### config.mk
export PLATFORM = sky130hd
export DESIGN_NAME = lpmrr_dev_flat
export DESIGN_NICKNAME = d
export VERILOG_FILES = /design/src/design/lpmrr_pkg.sv /design/src/design/lpmrr_if.sv /design/src/design/lpmrr_dev.sv /design/src/flat_wrapper.sv
export VERILOG_INCLUDE_DIRS = /design/src /design/src/design
export SDC_FILE = /design/constraint.sdc
export NUM_CORES = 1
export LEC_CHECK = 0
export BUFFER_PORTS_ARGS = -buffer_cell sky130_fd_sc_hd__buf_4
export CAP_MARGIN = 40
export CORE_ASPECT_RATIO = 0.9
export CORE_MARGIN = 4
export CORE_UTILIZATION = 40
export CTS_BUF_LIST = sky130_fd_sc_hd__clkbuf_4 sky130_fd_sc_hd__clkbuf_8
export DETAILED_ROUTE_END_ITERATION = 8
export SETUP_SLACK_MARGIN = 0.5
export SYNTH_ARGS = -nofsm -noshare
export SYNTH_HDL_FRONTEND = slang
export SYNTH_SLANG_ARGS = --single-unit
### constraint.sdc
create_clock -name sys_clk -period 4.93 [get_ports sys_clk]
set_input_delay 1.2325 -clock sys_clk [delete_from_list [all_inputs] [get_ports sys_clk]]
set_output_delay 1.2325 -clock sys_clk [all_outputs]
set_load 0.02 [all_outputs]
### src/design/lpmrr_defs.svh
// Timing and field constants for the LPDDR4 mode-register-read link.
// Assumes the includer runs on a 20 MHz system clock.
`ifndef LPMRR_DEFS_SVH
`define LPMRR_DEFS_SVH
`define LPMRR_CLK_NS        50
`define LPMRR_CMD_MRR       3'h1
`define LPMRR_CMD_MRW       3'h2
`define LPMRR_CMD_PRE       3'h3
`define LPMRR_CMD_ZQS       3'h4
`define LPMRR_CMD_RD        3'h5
`define LPMRR_CMD_WR        3'h6
`define LPMRR_CMD_DES       3'h0
`define LPMRR_BL            16
`define LPMRR_MR_RD_DBI     6'h03
`define LPMRR_MR_POST       6'h01
`define LPMRR_DBI_BIT       6
`define LPMRR_POST_BIT      7
`define LPMRR_RDY_EXTRA     2
`define LPMRR_STOP_EXTRA    4
`define LPMRR_DATA_UI       4
`endif

### src/design/lpmrr_pkg.sv
// Shared types for both ends of the mode-register-read link.
// Assumes lpmrr_defs.svh holds the numbers.
package lpmrr_pkg;
  typedef enum logic [1:0] {
    LPMRR_ACT  = 2'b00,
    LPMRR_PD   = 2'b01,
    LPMRR_XIT  = 2'b10,
    LPMRR_BURST = 2'b11
  } lpmrr_state_t;
endpackage : lpmrr_pkg

### src/design/lpmrr_if.sv
// Link between controller and device: command bus plus read data.
// Assumes both ends share sys_clk.
`timescale 1ns/1ps
interface lpmrr_if;
  logic       cke;
  logic       csLo;
  logic       clkRun;
  logic [2:0] cmd;
  logic [5:0] addr;
  logic [7:0] wdata;
  logic [7:0] dq;
  logic       dqOe;
  logic       dqs;
  logic       dbi;
  modport dev  (input cke, csLo, clkRun, cmd, addr, wdata,
                output dq, dqOe, dqs, dbi);
  modport ctrl (output cke, csLo, clkRun, cmd, addr, wdata,
                input dq, dqOe, dqs, dbi);
endinterface : lpmrr_if

### src/design/lpmrr_dev.sv
// Device end: power-down, clock stop, ZQ and mode register read.
// Assumes the controller keeps its own timing; inputs synchronous.
// Function
// - CKE low enters power-down, high exits
// - Precharge needs tCMDCKE before power-down
// - Hold CKE through MRR burst
// - MRW needs tMRWCKEL before power-down
// - ZQ calibration continues into power-down
// - CKE-low frequency change preconditions
// - Keep clock tCKELCK, stable tCKCKEH
// - Stopped clock ignored in power-down
// - CKE-high frequency change preconditions
// - Ready after 2 tCK plus tXP
// - CKE-high clock stop holds CS low
// - Four extra cycles before clock stop
// - Auto precharge needs four extra cycles
// - Refresh and ZQ need four extra cycles
// - Six-bit address picks one of 64
// - OP bits on DQ first four UIs; code drives them on UIs two to five, first UI carries zero
// - MRR burst sixteen, DQS toggles
// - Read DBI from MR3 bit six
// - MRR pre/postamble as normal read
// - Only deselect during tMRR
// - Spacing READ/WRITE to MRR
// - tWTR starts after last DQS edge
// - tXP plus tMRRI before MRR
`timescale 1ns/1ps
`include "lpmrr_defs.svh"
module lpmrr_dev import lpmrr_pkg::*; #(
  parameter int RL     = 6,
  parameter int TXP    = 2,
  parameter int TZQCAL = 20
) (
  // Clock and reset
  input  wire logic sys_clk,
  input  wire logic rst_n,
  // Link
  lpmrr_if.dev      link,
  // Status
  output logic      ready_r,
  output logic      zqBusy_r
);
  // ************************
  // Mode register array
  // ************************
  logic [7:0]   modeReg_r [64];
  lpmrr_state_t state_r;
  logic [7:0]   cnt_r;
  logic [5:0]   rdAddr_r;
  logic [7:0]   lat_r;
  logic         pend_r;
  logic [7:0]   zqCnt_r;
  logic [7:0]   dq_r;
  logic         oe_r;
  logic         dqs_r;
  logic         dbi_r;
  logic [7:0]   opByte;
  logic         inv;

  // Stopped clock freezes all command decode
  wire clkOk = link.clkRun;

  always_ff @(posedge sys_clk) begin
    if (!rst_n) begin
      for (int i = 0; i < 64; i++) modeReg_r[i] <= 8'h00;
    // Writes only land while awake and idle
    end else if (clkOk && link.cke && state_r == LPMRR_ACT &&
                 link.cmd == `LPMRR_CMD_MRW) begin
      modeReg_r[link.addr] <= link.wdata;
    end
  end

  // ************************
  // Power state
  // ************************
  always_ff @(posedge sys_clk) begin
    if (!rst_n) begin
      state_r <= LPMRR_ACT;
      cnt_r   <= 8'h00;
      ready_r <= 1'b0;
    // Power-down takes priority over any command
    end else if (!link.cke) begin
      state_r <= LPMRR_PD;
      ready_r <= 1'b0;
      cnt_r   <= 8'h00;
    end else if (!clkOk) begin
      ready_r <= 1'b0;
      cnt_r   <= 8'h00;
    end else begin
      case (state_r)
        LPMRR_PD: begin
          state_r <= LPMRR_XIT;
          cnt_r   <= 8'h00;
        end
        // Exit latency plus two cycles before ready
        LPMRR_XIT: begin
          cnt_r <= cnt_r + 8'h01;
          if (cnt_r >= 8'(TXP + `LPMRR_RDY_EXTRA - 1)) begin
            state_r <= LPMRR_ACT;
            ready_r <= 1'b1;
          end
        end
        LPMRR_ACT: begin
          ready_r <= (cnt_r >= 8'(`LPMRR_RDY_EXTRA + TXP - 1));
          if (cnt_r < 8'hFF) cnt_r <= cnt_r + 8'h01;
          if (link.cmd == `LPMRR_CMD_MRR) begin
            state_r <= LPMRR_BURST;
          end
        end
        // Further commands ignored until burst ends
        LPMRR_BURST: begin
          if (oe_r && lat_r == 8'(`LPMRR_BL - 1)) state_r <= LPMRR_ACT;
        end
        default: state_r <= LPMRR_ACT;
      endcase
    end
  end

  // ************************
  // ZQ calibration
  // ************************
  // Counts on sys_clk so it keeps going through power-down
  // A new start wins over the running count
  always_ff @(posedge sys_clk) begin
    if (!rst_n) begin
      zqCnt_r  <= 8'h00;
      zqBusy_r <= 1'b0;
    end else if (clkOk && link.cke && state_r == LPMRR_ACT &&
                 link.cmd == `LPMRR_CMD_ZQS) begin
      zqCnt_r  <= 8'(TZQCAL);
      zqBusy_r <= 1'b1;
    end else if (zqCnt_r != 8'h00) begin
      zqCnt_r  <= zqCnt_r - 8'h01;
      zqBusy_r <= (zqCnt_r != 8'h01);
    end
  end

  // ************************
  // MRR burst
  // ************************
  assign opByte = modeReg_r[rdAddr_r];
  assign inv = modeReg_r[`LPMRR_MR_RD_DBI][`LPMRR_DBI_BIT] &&
               ($countones(opByte) > 4);

  // ************************
  // Lane inversion
  // ************************
  // One bit per lane; the byte flips as a whole when DBI fires
  logic [7:0] laneOut;
  genvar gb;
  generate
    for (gb = 0; gb < 8; gb++) begin : g_lane
      assign laneOut[gb] = opByte[gb] ^ inv;
    end
  endgenerate

  // ************************
  // Burst sequencing
  // ************************
  // Latency count, then sixteen UIs with strobe
  // One UI per clock keeps the link single-rate, at half the speed
  always_ff @(posedge sys_clk) begin
    if (!rst_n) begin
      pend_r   <= 1'b0;
      rdAddr_r <= 6'h00;
      lat_r    <= 8'h00;
      oe_r     <= 1'b0;
      dqs_r    <= 1'b0;
      dq_r     <= 8'h00;
      dbi_r    <= 1'b0;
    end else if (state_r == LPMRR_ACT && clkOk && link.cke &&
                 link.cmd == `LPMRR_CMD_MRR) begin
      pend_r   <= 1'b1;
      rdAddr_r <= link.addr;
      lat_r    <= 8'h00;
    end else if (pend_r && !oe_r) begin
      lat_r <= lat_r + 8'h01;
      if (lat_r == 8'(RL - 1)) begin
        oe_r  <= 1'b1;
        lat_r <= 8'h00;
      end
    end else if (oe_r) begin
      dqs_r <= ~dqs_r;
      if (lat_r < 8'(`LPMRR_DATA_UI)) begin
        dq_r  <= laneOut;
        dbi_r <= inv;
      end else begin
        // Later UIs carry zero; the far end must not use them
        dq_r  <= 8'h00;
        dbi_r <= 1'b0;
      end
      lat_r <= lat_r + 8'h01;
      if (lat_r == 8'(`LPMRR_BL - 1)) begin
        oe_r   <= 1'b0;
        pend_r <= 1'b0;
        dqs_r  <= 1'b0;
      end
    end
  end

  // ************************
  // Link drive
  // ************************
  assign link.dq   = dq_r;
  assign link.dqOe = oe_r;
  assign link.dqs  = dqs_r;
  assign link.dbi  = dbi_r;
endmodule : lpmrr_dev

### src/flat_wrapper.sv
// flat-port wrapper written by rule: the top's interface ports become plain ports
module lpmrr_dev_flat import lpmrr_pkg::*;
#(
  parameter int RL     = 6,
  parameter int TXP    = 2,
  parameter int TZQCAL = 20
)
  (sys_clk, rst_n, ready_r, zqBusy_r, link_cke, link_csLo, link_clkRun, link_cmd, link_addr, link_wdata, link_dq, link_dqOe, link_dqs, link_dbi);
  lpmrr_if link_i ();
  input  wire logic sys_clk;
  input  wire logic rst_n;
  output logic ready_r;
  output logic zqBusy_r;
  input wire logic [$bits(link_i.cke)-1:0] link_cke;
  input wire logic [$bits(link_i.csLo)-1:0] link_csLo;
  input wire logic [$bits(link_i.clkRun)-1:0] link_clkRun;
  input wire logic [$bits(link_i.cmd)-1:0] link_cmd;
  input wire logic [$bits(link_i.addr)-1:0] link_addr;
  input wire logic [$bits(link_i.wdata)-1:0] link_wdata;
  output wire logic [$bits(link_i.dq)-1:0] link_dq;
  output wire logic [$bits(link_i.dqOe)-1:0] link_dqOe;
  output wire logic [$bits(link_i.dqs)-1:0] link_dqs;
  output wire logic [$bits(link_i.dbi)-1:0] link_dbi;
  assign link_i.cke = link_cke;
  assign link_i.csLo = link_csLo;
  assign link_i.clkRun = link_clkRun;
  assign link_i.cmd = link_cmd;
  assign link_i.addr = link_addr;
  assign link_i.wdata = link_wdata;
  assign link_dq = link_i.dq;
  assign link_dqOe = link_i.dqOe;
  assign link_dqs = link_i.dqs;
  assign link_dbi = link_i.dbi;
  lpmrr_dev #(.RL(RL), .TXP(TXP), .TZQCAL(TZQCAL)) u_core (.sys_clk(sys_clk), .rst_n(rst_n), .link(link_i), .ready_r(ready_r), .zqBusy_r(zqBusy_r));
endmodule
==> summary.md <==
| Metric | Value |
|---|---|
| Worst skew pair latency | `0.70 ns` |
| Status | `completed` |
| Worst slew pin tran | `0.9003 ns` |
| Largest net degree at the start of global routing | `72` |
| Fill cells | `5592` |
| Part of the Yosys area used for sequential elements | `0.6236` |
| Reg area | `16430 um2` |
| Routed WL per cell | `21.99 um` |
| Max_cap viols | `0` |
| Crit path buffers/inverters | `7` |
| Post-synth EDFFs | `512` |
| Comb pwr share | `0.071` |
| Syn-to-layout area delta | `16.54%` |
| Die width | `278.4 um` |
| Design Power | `10.25 mW` |
| Footprint of the multi-input gates | `9405 um2` |
| RePlAce Congestion | `0.9015` |
| Final slew viol count | `0` |
| Top Family by Delay on Critical Path | `adder cells` |
| Clock skew | `0.03406 ns` |
| Worst setup EP type | `flop` |
| Synth top area cells | `edfxtp_1 (58%), and2_1 (12%), mux4_2 (8.8%)` |
| Reg clk slew, reported paths | `0.06 ns` |
| Net Sw Frac | `0.2320` |
| Crit Path Max Fanout | `7` |
| Unrepaired setup endpoints after global routing | `yes` |
| Crit Path Category | `flop to flop` |
| First-pass DRT Iterations | `5` |
| Syn Nets | `1942` |
| Die height | `251.4 um` |
| NumNets Final | `2108` |
| Top-area cell type share of the netlist area | `0.5840` |
| Routed Antenna Nets | `0` |
| Initial DRC count | `1377` |
| Row cnt | `88` |
| Hold Violations, Final | `0` |
| Dpl cells | `2801` |
| Synthesized area per cell | `13.82 um2` |
| CP dominant cell by count | `inv_2` |
| Slowest-stage cell, CP | `mux4_2` |
| Share of cells above drive strength 1 | `0.2483` |
| Critical-path cell list | `buf_12 -> buf_4 -> mux4_2 -> mux2_2 -> o211ai_1 -> o21a_1 -> inv_2 -> ha_4 -> inv_2 -> fa_2 -> inv_2 -> fa_1 -> ha_2 -> inv_2 -> fa_1 -> o21ai_2 -> nand2_2 -> buf_6 -> nand2b_4 -> a21oi_2 -> a211o_1` |
| CP arrival | `5.35 ns` |
| Slowest stage delay, CP | `0.50 ns` |
| PD cells | `334.1 nW/um2` |
| GRT overflow | `0` |
| End-of-flow core utilization | `0.4747` |
| Post-route insts no fill | `2999` |
| Sink Count | `564` |
| Setup crit start kind | `flop` |
| First-pass GRT wire length | `100.6 mm` |
| Core box area | `64630 um2` |
| Post-detail-place hpwl | `42.55 mm` |
| Vias | `15800` |
| Static leakage | `10.95 nW` |
| Mapped Cells | `1905` |
| DR vias/cell | `5.267` |
| Final setup viols | `0` |
| H-Tree Depth | `3` |
| IO Count | `35` |
| Internal power | `7.872 mW` |
| Cell Area, Synth | `26330 um2` |
| FFs w/ async S/R, synth | `0` |
| Final WL | `65.95 mm` |
| Synth warnings | `0` |
| CTS root buf | `clkbuf_8` |
| Initial Util | `0.4073` |
| Buffers added on ports | `33` |
| CTS tree | `done` |
| Post-synth top flop | `edfxtp_1` |
| Synthesis-stage register bit count | `564` |
| Deepest clock path buffer count | `3` |
| Number of distinct library cells after synthesis | `59` |
| Vias in the first global route | `16330` |
| Fin Hold WS | `0.4908 ns` |
| CTS Buf Count | `92` |
| Worst Hold Class | `flop to flop` |
| Reg power frac | `0.534` |
| Clock power frac | `0.395` |
| Die area | `69990 um2` |
| Minimum clock period | `4.769 ns` |
| Slew headroom | `0.3990` |
| DRC Markers | `0` |
| Fmax | `0.2097 GHz` |
| CP required | `5.51 ns` |
| Final Cycle Share | `0.9674` |
| Initial antenna violation count | `2` |
| Worst IR drop on VDD | `0.1710 mV` |
| Gr usage total | `0.1887` |
| Synth area leader | `edfxtp_1` |
| Psw | `2.378 mW` |
==> flip-flops by register name (all words and copies together), names as in the netlist, named ones only <==
signal,count
u_core.cnt_r,8
u_core.lat_r,8
u_core.link.dbi,1
u_core.link.dq,8
u_core.link.dqOe,1
u_core.link.dqs,1
u_core.modeReg_r,512
u_core.pend_r,1
u_core.rdAddr_r,6
u_core.ready_r,1
u_core.state_r,2
u_core.zqBusy_r,1
u_core.zqCnt_r,8
==> routing by layer <==
metal  share of wire  global-route usage
met5               0                   0
met4           0.030             0.06241
met3           0.071             0.04067
met2            0.46              0.2948
met1            0.44              0.2649
==> path summary, 6_finish.rpt <==
kind | end | startpoint | slack, ns | cells past startpoint
setup / recovery | u_core.link.dq[2] | flop | 0.16 | 21
hold / removal | u_core.ready_r | u_core.ready_r | 0.49 | 2
setup reg to reg | u_core.link.dq[2] | flop | 0.16 | 21
hold reg to reg | u_core.ready_r | u_core.ready_r | 0.49 | 2
==> worst register-to-register path, cell delays in order (launching register included) <==
cell      delay [ns]
dfxtp_4         0.46
buf_12          0.15
buf_4           0.10
mux4_2          0.50
mux2_2          0.30
o211ai_1        0.31
o21a_1          0.21
inv_2           0.06
ha_4            0.26
inv_2           0.03
fa_2            0.37
inv_2           0.07
fa_1            0.39
ha_2            0.19
inv_2           0.05
fa_1            0.42
o21ai_2         0.16
nand2_2         0.10
buf_6           0.13
nand2b_4        0.12
a21oi_2         0.05
a211o_1         0.27
==> Yosys cell counts, types with 3 or more instances <==
library cell,count
and2_1,517
edfxtp_1,512
nor2_1,111
mux4_2,103
clkbuf_1,87
nand2_1,75
o21ai_0,73
mux2i_1,68
dfxtp_1,52
buf_2,24
a22oi_1,23
inv_1,23
nand3_1,18
a21oi_1,17
buf_1,13
mux2_2,13
a31oi_1,11
ha_1,11
nand2b_1,11
nor3_1,11
nand4_1,10
a21o_1,9
o211ai_1,9
xnor2_1,8
buf_4,7
nor2b_1,7
xor2_1,7
and3_1,6
or3_1,6
a211o_1,5
a221oi_1,5
buf_6,5
fa_1,4
mux4_1,4
nand3b_1,4
nand4_2,4
o21a_1,3
o221ai_1,3
o22a_1,3
==> repair_timing <==
| item | CTS | global route |
|---|---|---|
| pin swaps | 27 | 11 |
| gates resized for setup | 58 | 13 |
| setup buffers | 26 | 2 |
| cloned | 3 | 0 |
| setup endpoints to repair | 9 | 9 |
| endpoints found under the hold margin | 0 | 0 |
| hold buffers | 0 | 0 |
==> kinds of logic after synthesis <==
family	after synthesis	share of synthesized area
flops	564	0.6236
mux	188	0.1235
buf+inv	161	0.02776
fa+ha+maj	15	0.008270
xor+xnor	15	0.004991
compound gates	168	0.03992
simple gates	794	0.1720
==> cells in the final DEF (no fill, tap or decap), types with 13 or more instances in the layout <==
cell type / netlist / routed
dfxtp_1: 52 / 49
inv_1: 23 / 13
buf_12: 2 / 15
and2_1: 517 / 517
clkinv_1: 0 / 20
nand2_1: 75 / 72
clkbuf_8: 0 / 98
o21ai_0: 73 / 72
a22oi_1: 23 / 19
buf_4: 7 / 181
clkbuf_4: 0 / 34
mux4_2: 103 / 103
mux2i_1: 68 / 63
nand3_1: 18 / 15
edfxtp_1: 512 / 512
nor2_1: 111 / 109
a21oi_1: 17 / 13
==> stage by stage <==
stage	area (um2)	setup WS (ns)	setup TNS, ns
after CTS	30610	0.2323	0
after floorplan	26330	0.5011	0
after detailed placement	28210	-0.02480	-0.1067
final	30680	0.1609	0
after global routing	30680	0.05813	0
after global placement	28210	-0.01587	-0.06073
==> power by group through the flow <==
stage                     clock network, mW  registers, mW  logic [mW]
final                                  4.05           5.47       0.727
after global placement                    0           5.57       0.660
after floorplan                           0           5.54       0.427
after detailed placement                  0           5.57       0.678
after CTS                              4.14           5.48       0.722
after global routing                   4.38           5.49       0.790
==> area by class of cell <==
| cell class | count | share of cell area |
|---|---|---|
| tap | 855 | 0.03487 |
| clock buffer | 132 | 0.05228 |
| timing repair buffer | 210 | 0.06109 |
| inverter | 23 | 0.002814 |
| sequential | 564 | 0.5354 |
| multi-input combinational | 1180 | 0.3066 |
| antenna | 1 | 0.00008157 |
| clock inverter | 34 | 0.006852 |
(Power assumes the default switching activity.)
